**src/hw/spimf_pkg.sv**
```systemverilog
// Constants shared by the SPI master block
package spimf_pkg;
  localparam logic [7:0] SPIMF_ADDR_CONFIG0 = 8'h00_fc;
  localparam logic [7:0] SPIMF_ADDR_IRQ_MASKS = 8'h00_fd;
  localparam logic [7:0] SPIMF_ADDR_STATUS = 8'h00_fe;
  localparam logic [7:0] SPIMF_ADDR_DATA = 8'h00_ff;
  localparam logic [6:0] SPIMF_CONFIG0_RESET = 7'h20;
  localparam logic [3:0] SPIMF_IRQ_MASKS_RESET = 4'h0f;
  localparam logic [3:0] SPIMF_STATUS_RESET = 4'h03;
  localparam int SPIMF_BIT_ON = 0;
  localparam int SPIMF_BIT_PHASE = 1;
  localparam int SPIMF_BIT_POL = 2;
  localparam int SPIMF_BIT_LSB = 3;
  localparam int SPIMF_DIV_LO = 4;
  localparam int SPIMF_DIV_HI = 6;
  localparam int SPIMF_ST_TX_SPACE = 0;
  localparam int SPIMF_ST_TX_EMPTY = 1;
  localparam int SPIMF_ST_RX_AVAIL = 2;
  localparam int SPIMF_ST_RX_FULL = 3;
  localparam logic [2:0] SPIMF_DIV_MAX_CODE = 3'h5;
  localparam int SPIMF_FIFO_DEPTH = 2;
  localparam int SPIMF_BYTE_BITS = 8;
endpackage

```
**src/hw/spimf_fifo.sv**
```systemverilog
// Small byte FIFO with registered read data
`timescale 1ns/1ns
module spimf_fifo
  import spimf_pkg::*;
#(
  parameter int WIDTH = SPIMF_BYTE_BITS,
  parameter int DEPTH = SPIMF_FIFO_DEPTH
) (
  input wire logic clk_sys_i,
  input wire logic rst_n_i,
  input wire logic push_i,
  input wire logic [WIDTH-1:0] wdata_i,
  input wire logic pop_i,
  output logic [WIDTH-1:0] rdata_o,
  output logic [$clog2(DEPTH+1)-1:0] count_o
);
  localparam int AW = (DEPTH > 1) ? $clog2(DEPTH) : 1;
  localparam int CW = $clog2(DEPTH+1);
  logic [WIDTH-1:0] mem_reg [DEPTH];
  logic [WIDTH-1:0] mem_next [DEPTH];
  logic [AW-1:0] wp_reg, wp_next, rp_reg, rp_next;
  logic [CW-1:0] cnt_reg, cnt_next;
  logic [WIDTH-1:0] rd_reg, rd_next;
  logic do_push, do_pop;

  // Head word kept in a register so readers see a stable byte
  always_comb begin
    do_pop = pop_i && (cnt_reg != '0);
    do_push = push_i && ((cnt_reg != CW'(DEPTH)) || do_pop);
    mem_next = mem_reg;
    wp_next = wp_reg;
    rp_next = rp_reg;
    cnt_next = cnt_reg;
    if (do_push) begin
      mem_next[wp_reg] = wdata_i;
      wp_next = (wp_reg == AW'(DEPTH-1)) ? '0 : AW'(wp_reg + 1'b1);
    end
    if (do_pop) begin
      rp_next = (rp_reg == AW'(DEPTH-1)) ? '0 : AW'(rp_reg + 1'b1);
    end
    cnt_next = CW'(cnt_reg + CW'(do_push) - CW'(do_pop));
    rd_next = mem_next[rp_next];
  end

  always_ff @(posedge clk_sys_i) begin
    if (!rst_n_i) begin
      for (int i = 0; i < DEPTH; i++) begin
        mem_reg[i] <= '0;
      end
      wp_reg <= '0;
      rp_reg <= '0;
      cnt_reg <= '0;
      rd_reg <= '0;
    end else begin
      mem_reg <= mem_next;
      wp_reg <= wp_next;
      rp_reg <= rp_next;
      cnt_reg <= cnt_next;
      rd_reg <= rd_next;
    end
  end

  assign rdata_o = rd_reg;
  assign count_o = cnt_reg;
endmodule // spimf_fifo

```
**src/hw/spimf_clkdiv.sv**
```systemverilog
// Serial clock rate divider producing half-period enable pulses
`timescale 1ns/1ns
module spimf_clkdiv
  import spimf_pkg::*;
(
  input wire logic clk_sys_i,
  input wire logic rst_n_i,
  input wire logic run_i,
  input wire logic [2:0] code_i,
  output logic tick_o
);
  logic [4:0] cnt_reg, cnt_next;
  logic tick_reg, tick_next;
  logic [2:0] code_eff;
  logic [4:0] limit;

  // Half period is divisor/2 cycles; codes above five fold to divide-by-64
  always_comb begin
    code_eff = (code_i > SPIMF_DIV_MAX_CODE) ? SPIMF_DIV_MAX_CODE : code_i;
    limit = 5'((6'h01 << code_eff) - 6'h01);
    cnt_next = '0;
    tick_next = 1'b0;
    if (run_i) begin
      if (cnt_reg >= limit) begin
        tick_next = 1'b1;
      end else begin
        cnt_next = 5'(cnt_reg + 5'h01);
      end
    end
  end

  always_ff @(posedge clk_sys_i) begin
    if (!rst_n_i) begin
      cnt_reg <= '0;
      tick_reg <= 1'b0;
    end else begin
      cnt_reg <= cnt_next;
      tick_reg <= tick_next;
    end
  end

  assign tick_o = tick_reg;
endmodule // spimf_clkdiv

```
**src/hw/spimf_top.sv**
```systemverilog
// SPI master with register port, two-byte FIFOs and serial engine
`timescale 1ns/1ns
module spimf_top
  import spimf_pkg::*;
(
  input wire logic clk_sys_i,
  input wire logic rst_n_i,
  input wire logic [7:0] reg_addr_i,
  input wire logic reg_wr_i,
  input wire logic reg_rd_i,
  input wire logic [7:0] reg_wdata_i,
  output logic [7:0] reg_rdata_o,
  output logic irq_o,
  output logic serial_clock_out_o,
  output logic serial_data_out_o,
  input wire logic serial_data_in_i
);
  typedef enum logic [2:0] {
    SPIMF_IDLE = 3'b001,
    SPIMF_LOAD = 3'b010,
    SPIMF_SHIFT = 3'b100
  } spimf_state_e;

  localparam logic [3:0] BIT_LAST = 4'(SPIMF_BYTE_BITS - 1);
  localparam int CW = $clog2(SPIMF_FIFO_DEPTH + 1);

  logic [6:0] master_config0_reg, master_config0_next;
  logic [3:0] master_irq_masks_reg, master_irq_masks_next;
  logic [7:0] rdata_reg, rdata_next;
  logic irq_reg, irq_next;
  spimf_state_e state_reg, state_next;
  logic [7:0] shift_reg, shift_next;
  logic [3:0] bit_reg, bit_next;
  logic lead_reg, lead_next;
  logic sck_reg, sck_next;
  logic mosi_reg, mosi_next;
  logic [7:0] rx_byte_reg, rx_byte_next;
  logic sync1_reg, sync2_reg, sync3_reg, din_reg, din_next;
  logic tx_pop, rx_push, rx_pop, tx_push;
  logic [7:0] tx_head, rx_head;
  logic [CW-1:0] tx_cnt, rx_cnt;
  logic tick;
  logic master_on, sclk_idle_level, sample_edge_sel, lsb_first_sel;
  logic [2:0] sclk_divider_sel;
  logic [3:0] status;
  logic sample_now;
  logic [2:0] bit_idx;

  assign master_on = master_config0_reg[SPIMF_BIT_ON];
  assign sample_edge_sel = master_config0_reg[SPIMF_BIT_PHASE];
  assign sclk_idle_level = master_config0_reg[SPIMF_BIT_POL];
  assign lsb_first_sel = master_config0_reg[SPIMF_BIT_LSB];
  assign sclk_divider_sel = master_config0_reg[SPIMF_DIV_HI:SPIMF_DIV_LO];

  // Live status from FIFO levels, nothing sticky
  always_comb begin
    status = '0;
    status[SPIMF_ST_RX_FULL] = (rx_cnt == CW'(SPIMF_FIFO_DEPTH));
    status[SPIMF_ST_RX_AVAIL] = (rx_cnt != '0);
    status[SPIMF_ST_TX_EMPTY] = (tx_cnt == '0);
    status[SPIMF_ST_TX_SPACE] = (tx_cnt != CW'(SPIMF_FIFO_DEPTH));
  end

  assign tx_push = reg_wr_i && (reg_addr_i == SPIMF_ADDR_DATA);
  assign rx_pop = reg_rd_i && (reg_addr_i == SPIMF_ADDR_DATA);

  spimf_fifo #(
    .WIDTH(SPIMF_BYTE_BITS),
    .DEPTH(SPIMF_FIFO_DEPTH)
  ) u_tx_fifo (
    .clk_sys_i(clk_sys_i),
    .rst_n_i(rst_n_i),
    .push_i(tx_push),
    .wdata_i(reg_wdata_i),
    .pop_i(tx_pop),
    .rdata_o(tx_head),
    .count_o(tx_cnt)
  );

  spimf_fifo #(
    .WIDTH(SPIMF_BYTE_BITS),
    .DEPTH(SPIMF_FIFO_DEPTH)
  ) u_rx_fifo (
    .clk_sys_i(clk_sys_i),
    .rst_n_i(rst_n_i),
    .push_i(rx_push),
    // Next value so a last bit sampled on the final edge is kept
    .wdata_i(rx_byte_next),
    .pop_i(rx_pop),
    .rdata_o(rx_head),
    .count_o(rx_cnt)
  );

  spimf_clkdiv u_clkdiv (
    .clk_sys_i(clk_sys_i),
    .rst_n_i(rst_n_i),
    .run_i(master_on && (state_reg == SPIMF_SHIFT)),
    .code_i(sclk_divider_sel),
    .tick_o(tick)
  );

  // Register port and interrupt
  always_comb begin
    master_config0_next = master_config0_reg;
    master_irq_masks_next = master_irq_masks_reg;
    rdata_next = rdata_reg;
    if (reg_wr_i && (reg_addr_i == SPIMF_ADDR_CONFIG0)) begin
      master_config0_next = reg_wdata_i[6:0];
    end
    if (reg_wr_i && (reg_addr_i == SPIMF_ADDR_IRQ_MASKS)) begin
      master_irq_masks_next = reg_wdata_i[3:0];
    end
    if (reg_rd_i) begin
      unique case (reg_addr_i)
        SPIMF_ADDR_CONFIG0: rdata_next = {1'b0, master_config0_reg};
        SPIMF_ADDR_IRQ_MASKS: rdata_next = {4'h0, master_irq_masks_reg};
        SPIMF_ADDR_STATUS: rdata_next = {4'h0, status};
        SPIMF_ADDR_DATA: rdata_next = rx_head;
        default: rdata_next = 8'h00;
      endcase
    end
    irq_next = |(status & ~master_irq_masks_reg);
  end

  always_ff @(posedge clk_sys_i) begin
    if (!rst_n_i) begin
      master_config0_reg <= SPIMF_CONFIG0_RESET;
      master_irq_masks_reg <= SPIMF_IRQ_MASKS_RESET;
      rdata_reg <= '0;
      irq_reg <= 1'b0;
    end else begin
      master_config0_reg <= master_config0_next;
      master_irq_masks_reg <= master_irq_masks_next;
      rdata_reg <= rdata_next;
      irq_reg <= irq_next;
    end
  end

  // Data-in pin synchroniser; first stage read only by the second
  always_ff @(posedge clk_sys_i) begin
    if (!rst_n_i) begin
      sync1_reg <= 1'b0;
      sync2_reg <= 1'b0;
      sync3_reg <= 1'b0;
      din_reg <= 1'b0;
    end else begin
      sync1_reg <= serial_data_in_i;
      sync2_reg <= sync1_reg;
      sync3_reg <= sync2_reg;
      din_reg <= din_next;
    end
  end

  always_comb begin
    din_next = (sync2_reg == sync3_reg) ? sync3_reg : din_reg;
  end

  // Serial engine; no slave select is made here
  always_comb begin
    state_next = state_reg;
    shift_next = shift_reg;
    bit_next = bit_reg;
    lead_next = lead_reg;
    sck_next = sck_reg;
    mosi_next = mosi_reg;
    rx_byte_next = rx_byte_reg;
    tx_pop = 1'b0;
    rx_push = 1'b0;
    bit_idx = lsb_first_sel ? bit_reg[2:0] : 3'(BIT_LAST - bit_reg);
    sample_now = lead_reg ? !sample_edge_sel : sample_edge_sel;
    unique case (state_reg)
      SPIMF_IDLE: begin
        sck_next = sclk_idle_level;
        // Deferring on a full receive FIFO keeps every received byte
        if (master_on && (tx_cnt != '0) && (rx_cnt != CW'(SPIMF_FIFO_DEPTH))) begin
          state_next = SPIMF_LOAD;
        end
      end
      SPIMF_LOAD: begin
        shift_next = tx_head;
        tx_pop = 1'b1;
        bit_next = '0;
        lead_next = 1'b1;
        rx_byte_next = '0;
        // Phase 0 presents the first bit before the leading edge
        mosi_next = lsb_first_sel ? tx_head[0] : tx_head[SPIMF_BYTE_BITS-1];
        state_next = SPIMF_SHIFT;
      end
      SPIMF_SHIFT: begin
        if (!master_on) begin
          // Disable aborts the byte; clock parks at idle
          sck_next = sclk_idle_level;
          state_next = SPIMF_IDLE;
        end else if (tick) begin
          sck_next = !sck_reg;
          lead_next = !lead_reg;
          if (sample_now) begin
            // Filtered value, one cycle sooner than din_reg, fits a four-cycle half period
            rx_byte_next[bit_idx] = din_next;
          end
          if (!lead_reg) begin
            bit_next = 4'(bit_reg + 4'h1);
          end
          if (!lead_reg && (bit_reg == BIT_LAST)) begin
            state_next = SPIMF_IDLE;
            rx_push = 1'b1;
            sck_next = sclk_idle_level;
          end else if (!sample_now) begin
            // Shift edge: next bit; phase 1 shifts its first bit on the leading edge
            if (lead_reg) begin
              mosi_next = shift_reg[bit_idx];
            end else begin
              mosi_next = lsb_first_sel ? shift_reg[3'(bit_reg + 4'h1)]
                                        : shift_reg[3'(BIT_LAST - bit_reg - 4'h1)];
            end
          end
        end
      end
      default: state_next = SPIMF_IDLE;
    endcase
  end

  always_ff @(posedge clk_sys_i) begin
    if (!rst_n_i) begin
      state_reg <= SPIMF_IDLE;
      shift_reg <= '0;
      bit_reg <= '0;
      lead_reg <= 1'b1;
      sck_reg <= 1'b0;
      mosi_reg <= 1'b0;
      rx_byte_reg <= '0;
    end else begin
      state_reg <= state_next;
      shift_reg <= shift_next;
      bit_reg <= bit_next;
      lead_reg <= lead_next;
      sck_reg <= sck_next;
      mosi_reg <= mosi_next;
      rx_byte_reg <= rx_byte_next;
    end
  end

  assign reg_rdata_o = rdata_reg;
  assign irq_o = irq_reg;
  assign serial_clock_out_o = sck_reg;
  assign serial_data_out_o = mosi_reg;
endmodule // spimf_top

```
**config.mk**
```make
export PLATFORM = sky130hd
export DESIGN_NAME = spimf_top
export DESIGN_NICKNAME = d
export VERILOG_FILES = /design/src/hw/spimf_pkg.sv /design/src/hw/spimf_fifo.sv /design/src/hw/spimf_clkdiv.sv /design/src/hw/spimf_top.sv
export SDC_FILE = /design/constraint.sdc
export NUM_CORES = 1
export LEC_CHECK = 0
export BUFFER_PORTS_ARGS = -buffer_cell sky130_fd_sc_hd__clkbuf_2
export CORE_ASPECT_RATIO = 0.5
export CORE_MARGIN = 2
export CORE_UTILIZATION = 35
export DETAILED_ROUTE_END_ITERATION = 7
export SYNTH_ARGS = -nofsm -noshare
export SYNTH_HDL_FRONTEND = slang
export SYNTH_SLANG_ARGS = --single-unit
```
**constraint.sdc**
```tcl
create_clock -name clk_sys_i -period 3.2 [get_ports clk_sys_i]
set_input_delay 0.32 -clock clk_sys_i [delete_from_list [all_inputs] [get_ports clk_sys_i]]
set_output_delay 0.32 -clock clk_sys_i [all_outputs]
set_load 0.05 [all_outputs]
```
* After elaboration in Yosys (flattened, before gate mapping)
Cells that the tools add are included.
Storage, ports and cells: bits in registers 112, bits of input ports 21, output and inout bits 11, logic and storage cells 184
Cells by class: add/sub/neg operators 13, magnitude comparators 12, equal/unequal tests 20, shift operators 1, muxes and demuxes 68, bitwise gates (word level) 8, reduce and logical (&&, ||, !) cells 33
Operators with widths (count):
- 2-to-1 mux 8 bit | 11
- bitwise mux 16 bit | 2
- equality test 8 bit, second input constant | 4
- 2-to-1 mux 16 bit | 2
- case mux 8 bit (4 select lines) | 1
- 2-to-1 mux 1 bit | 30
- 2-to-1 mux 3 bit | 6
- demux 8 bit (select 1 bit) | 2
- case mux 8 bit (2 select lines) | 1
- logical AND 1 bit | 15
- != test 2 bit, second input constant | 7
- < comparator 3 x 4 -> 1 bit, second input constant | 3
- 2-to-1 mux 4 bit | 3
- binary-select mux 1 bit (select 3 bit) | 3
- case mux 3 bit (3 select lines) | 1
- bitwise mux 8 bit | 1
- greater-or-equal comparator 2 bit, second input constant | 4
- inverter 1 -> 2 bit | 4
- case mux 4 bit (2 select lines) | 1
- nonzero test 2 bit | 4
- != test 3 x 2 -> 1 bit, second input constant | 2
- case mux 1 bit (2 select lines) | 3
- AND reduction 3 bit | 2
- adder 5 x 1 -> 5 bit, second input constant | 1
- 31 further kinds | 42

* Depth between registers and ports, before layout
depth in word-level cells 16, gate-level depth with buffers 10

* Modules after synthesis
Synthesis repeated with hierarchy kept, for this count alone.
Unflattened totals: cells, all modules 561, area total of the unflattened synthesis 5222.5 µm²
Modules (own cells, without submodules):
- spimf_top | times used 1, cells each 314, area each 2713.9 µm², sequential area each 1001.0 µm²
- spimf_fifo (u_tx_fifo) | times used 1, cells each 114, area each 1099.8 µm², sequential area each 560.5 µm²
- spimf_fifo (u_rx_fifo) | times used 1, cells each 95, area each 1062.3 µm², sequential area each 560.5 µm²
- spimf_clkdiv | times used 1, cells each 38, area each 346.6 µm², sequential area each 120.1 µm²

* Worst setup path before layout
OpenSTA, ideal clock, no wires.
path kind register to register, start register master_config0_reg[6], end register u_clkdiv.cnt_reg[2], arrival 2.192 ns, setup slack 0.944 ns, stages on the path, launching flop included 9, path buffers 0, period minus slack after synthesis 2.256 ns, cell sequence dfxtp_1 -> or3_1 -> ha_1 -> ha_1 -> a21o_1 -> a21o_1 -> a21o_1 -> a211o_1 -> nor2_1
Between the ends: longest elaborated chain between the ends 6
Ends and longest elaborated chain:
- from (decl) | line spimf_top.sv:27 | logic [6:0] master_config0_reg, master_config0_next;
- from (signal assigned) | line spimf_top.sv:132 | master_config0_reg <= master_config0_next;
- greater-than comparator 3 bit | line spimf_clkdiv.sv:19 | code_eff = (code_i > SPIMF_DIV_MAX_CODE) ? SPIMF_DIV_MAX_CODE : code_i;
- 2-to-1 mux 3 bit (*) | line spimf_clkdiv.sv:19
- left shift 1 x 3 -> 5 bit (*) | line spimf_clkdiv.sv:20 | limit = 5'((6'h01 << code_eff) - 6'h01);
- subtractor 5 x 1 -> 5 bit (*) | line spimf_clkdiv.sv:20
- greater-or-equal comparator 5 bit (*) | line spimf_clkdiv.sv:24 | if (cnt_reg >= limit) begin
- OR reduction 3 bit (no source line) (*)
- to (signal assigned) | line spimf_clkdiv.sv:37 | cnt_reg <= cnt_next;
- to (decl) | line spimf_clkdiv.sv:12 | logic [4:0] cnt_reg, cnt_next;
Every way passes the cells marked *; elsewhere a longest branch is shown, timed or not. A chain may end at the register's enable or synchronous reset.

* Final worst setup path
start register bit_reg[1], end register u_rx_fifo.rd_reg[2], in the netlist u_rx_fifo.rdata_o[2]
Between the ends: longest elaborated chain between the ends 16, elaborated cells on any way between the ends 24, classes of those cells add/sub: 1; order compare: 2; eq/ne: 1; mux: 17; reduce/logical: 3
Ends and longest elaborated chain:
- from (decl) | line spimf_top.sv:33 | logic [3:0] bit_reg, bit_next;
- from (signal assigned) | line spimf_top.sv:235 | bit_reg <= bit_next;
- subtractor 3 bit | line spimf_top.sv:169 | bit_idx = lsb_first_sel ? bit_reg[2:0] : 3'(BIT_LAST - bit_reg);
- 2-to-1 mux 3 bit | line spimf_top.sv:169
- < comparator 3 x 4 -> 1 bit (implied by the code) or greater-or-equal comparator 3 x 1 -> 1 bit (tied branches) | line spimf_top.sv:199 | rx_byte_next[bit_idx] = din_next;
- logical AND 1 bit (implied by the code) | line spimf_top.sv:199
- 2-to-1 mux 1 bit (implied by the code) | line spimf_top.sv:199
- demux 1 bit (select 3 bit) | line spimf_top.sv:199
- bitwise mux 8 bit | line spimf_top.sv:199
- 2-to-1 mux 8 bit | line spimf_top.sv:197 | if (sample_now) begin
- 2-to-1 mux 8 bit | line spimf_top.sv:194 | end else if (tick) begin
- 2-to-1 mux 8 bit | line spimf_top.sv:190 | if (!master_on) begin
- case mux 8 bit (2 select lines) | line spimf_top.sv:171 | unique case (state_reg)
- bitwise mux 16 bit | line spimf_fifo.sv:35 | mem_next[wp_reg] = wdata_i;
- 2-to-1 mux 16 bit (*) | line spimf_fifo.sv:34 | if (do_push) begin
- 2-to-1 mux 8 bit (implied by the code) (*) (3 in a row) | line spimf_fifo.sv:42 | rd_next = mem_next[rp_next];
- to (signal assigned) | line spimf_fifo.sv:59 | rd_reg <= rd_next;
- to (decl) | line spimf_fifo.sv:23 | logic [WIDTH-1:0] rd_reg, rd_next;
Every way passes the cells marked *; elsewhere a longest branch is shown, timed or not. The select of a mux whose other input is x is not followed.

==> flow_metrics.env <==
export IMPL_status="complete, no violations"
export IMPL_grt_antenna_before_repair=0
export IMPL_leakage_nw=2.26
export IMPL_initial_core_util_pct=36.0
export IMPL_postRouteAntennaNets=0
export IMPL_arrival_ns=2.74
export IMPL_synth_warning_count=0
export IMPL_cp_slowest_stage_delay_ns=0.64
export IMPL_viasPerCell=5.09
export IMPL_die_y_microns=90.5
export IMPL_routedWlPerCell_microns=15.1
export IMPL_clockBufferDepth=2
export IMPL_cts_resized=0
export IMPL_whs_path_depth=2
export IMPL_critical_path_peak_fanout=17
export IMPL_cts_hold_buffers_added=0
export IMPL_critical_path_class="reg2reg"
export IMPL_die_w_microns=177
export IMPL_core_area_sq_um=14500
export IMPL_r2r_cells=6
export IMPL_synth_cells=553
export IMPL_insertedDiodeCount=0
export IMPL_grt_overflow_total=0
export IMPL_crit_start="bit_reg[1]"
export IMPL_p_total_w=0.00273
export IMPL_hold_start="serial_data_in_i"
export IMPL_power_density_nw_per_um2=468
export IMPL_required_ns=3.47
export IMPL_worstSkewPairLatency_ns=0.34
export IMPL_num_io_pins=32
export IMPL_path_cells="ha_1 -> nor2b_2 -> nand3_1 -> nor4_4 -> o21ai_0 -> o22ai_1"
export IMPL_synth_area_sq_um=5240
export IMPL_grt_max_degree=39
export IMPL_cp_end_kind="flip-flop"
export IMPL_cts_tree="yes"
export IMPL_drive_above_1_share_pct=13.8
export IMPL_async_reset_ff_share_pct=0
export IMPL_area_delta_synth_final_pct=11.6
export IMPL_drt_iter0_drc=271
export IMPL_nets=601
export IMPL_clock_fmax_mhz=405
export IMPL_worstHoldEndpoint="sync1_reg"
export IMPL_hold_worst_slack_ns=0.179
export IMPL_finalSetupViolCount=0
export IMPL_slew_limit_headroom_pct=47.6
export IMPL_regArea_sq_um=2240
export IMPL_fillers=1438
export IMPL_worstMarginPinSlew_ns=0.785
export IMPL_vias=3920
export IMPL_synth_edff_count=0
export IMPL_clk_pin_slew_ns=0.07
export IMPL_wl_microns=11700
export IMPL_post_dp_cell_area_sq_um=5510
export IMPL_gr_usage_all_layers_pct=14.9
export IMPL_clock_sinks=112
export IMPL_r2r_slack_ns=0.73
export IMPL_grt_pass1_vias=3722
export IMPL_layout_commonest_cell="dfxtp_1"
export IMPL_rows=31
export IMPL_fin_crit_ns=2.47
export IMPL_ctsRootBufferMaster="clkbuf_16"
export IMPL_syn_nets=586
export IMPL_drc=0
export IMPL_numCtsBuffers=9
export IMPL_critPathLaunchType="flip-flop"
export IMPL_hold_path_class="in2reg"
export IMPL_dieArea_sq_um=16000
export IMPL_post_dp_hpwl_microns=8330
export IMPL_finalHoldViolCount=0
export IMPL_port_buffer_count=31
export IMPL_vdd_drop_max_mv=0.226
export IMPL_reg2reg_to="u_rx_fifo.rdata_o[2]"
export IMPL_gp_congestion=0.824
export IMPL_rsz0062_at_grt="no"
export IMPL_fin_util_pct=40.2
export IMPL_synth_seq_cells=112
export IMPL_synth_distinct_cells=64
export IMPL_clock_skew_ns=0.00549
export IMPL_cap_violations=0
export IMPL_slowest_stage="nor4_4"
export IMPL_drt_pre_antenna_iters=5
export IMPL_setup_tns_ns=0
export IMPL_syn_avg_cell_area_sq_um=9.48
export IMPL_layout_common_cells="dfxtp_1, nor2_1, o21ai_0"
export IMPL_yosysSeqAreaShare_pct=42.8
export IMPL_grt_first_pass_wirelength_microns=18900
export IMPL_synth_flop_cell="dfxtp_1"
export IMPL_postCtsSetupBuffers=0
export IMPL_reg2reg_from="bit_reg[1]"
export IMPL_multiInputGateArea_sq_um=2770
export IMPL_fin_area_sq_um=5850
export IMPL_htree_num_levels=3
export IMPL_min_period_over_period_pct=77.2
export IMPL_slew_viol_final=0
## final cells by class
class,instances,share of cell area (%)
Clock inverter,3,1.54
Sequential cell,112,38.3
Inverter,13,0.834
Tap cell,198,4.24
Timing Repair Buffer,37,3.42
Multi-Input combinational cell,395,47.4
Clock buffer,12,4.21
## worst max-delay path by stage
stage | slack (ns) | cells after the start | end
final | 0.73 | 6 | u_rx_fifo.rdata_o[2]
after global routing | 0.56 | 6 | u_rx_fifo.rdata_o[4]
after CTS | 0.76 | 8 | u_clkdiv.cnt_reg[4]
after detailed placement | 0.79 | 8 | u_clkdiv.cnt_reg[4]
after global placement | 0.83 | 8 | u_clkdiv.cnt_reg[2]
after floorplan | 0.94 | 8 | u_clkdiv.cnt_reg[2]
## power by group
group / internal, W / leakage (nW) / switching, W
clock network: 0.000783 / 0.163 / 0.000483
registers: 0.00139 / 0.902 / 0.000000937
logic: 0.0000305 / 1.20 / 0.0000422
total: 0.00221 / 2.26 / 0.000526
## cell families (layout without fill, tap and decap cells)
kind of cell	Yosys count	count (layout)	share of synthesized area [%]
AO/OA/AOI/OAI	115	115	14.7
XOR/XNOR	14	14	2.34
adder cells (fa/ha/maj)	13	13	3.06
buffers and inverters	46	65	4.30
flip-flops	112	112	42.8
multiplexers	45	45	10.9
AND/OR/NAND/NOR	208	208	21.9
## synthesized netlist by cell type (2+ instances only)
cell type,instances,area [sq um]
nor2_1,47,176
buf_4,2,15.0
and3_1,4,25.0
o211ai_1,2,15.0
nand2_1,36,135
buf_6,4,45.0
mux2_2,4,45.0
a31oi_1,2,12.5
clkbuf_1,15,56.3
xnor2_1,9,78.8
a21o_1,4,30.0
inv_1,12,45.0
a32o_1,8,80.1
nor2_4,2,22.5
and4_1,2,17.5
a22o_1,3,26.3
o22ai_1,16,100
clkbuf_2,2,10.0
xor2_1,5,43.8
buf_2,10,50.1
or3_1,2,12.5
a22oi_1,2,15.0
nand3_1,24,120
nor3_2,2,20.0
mux4_2,8,180
o21ai_0,42,210
nand2b_1,16,100
dfxtp_1,112,2240
nand3b_1,3,22.5
o21a_1,4,30.0
and4b_1,2,20.0
a21boi_0,17,128
nor2b_1,29,181
a21oi_1,7,35.0
and2_1,23,144
ha_1,12,150
mux2i_1,32,320
## through the flow
stage          worst slack [ns]  std cells
2_1_floorplan             0.944        553
3_3_place_gp              0.831        755
3_5_place_dp              0.791        755
4_1_cts                   0.757        770
5_1_grt                   0.556        770
6_report                  0.729        770
## worst max-delay path: cells and delay by family (launching register included)
kind / cells / cell delay (ns)
AO/OA/AOI/OAI: 2 / 0.38
adder cells (fa/ha/maj): 1 / 0.28
AND/OR/NAND/NOR: 3 / 1.15
flip-flops: 1 / 0.59
## metal layers
layer	vias up	share of wire, %	GRT usage (%)
li1	1970	-	-
met1	1899	51	21.2
met2	41	45	22.2
met3	10	2.7	3.45
met4	0	1.1	4.68
met5	-	0	0
Note: power is estimated with default switching activity, not from simulation.
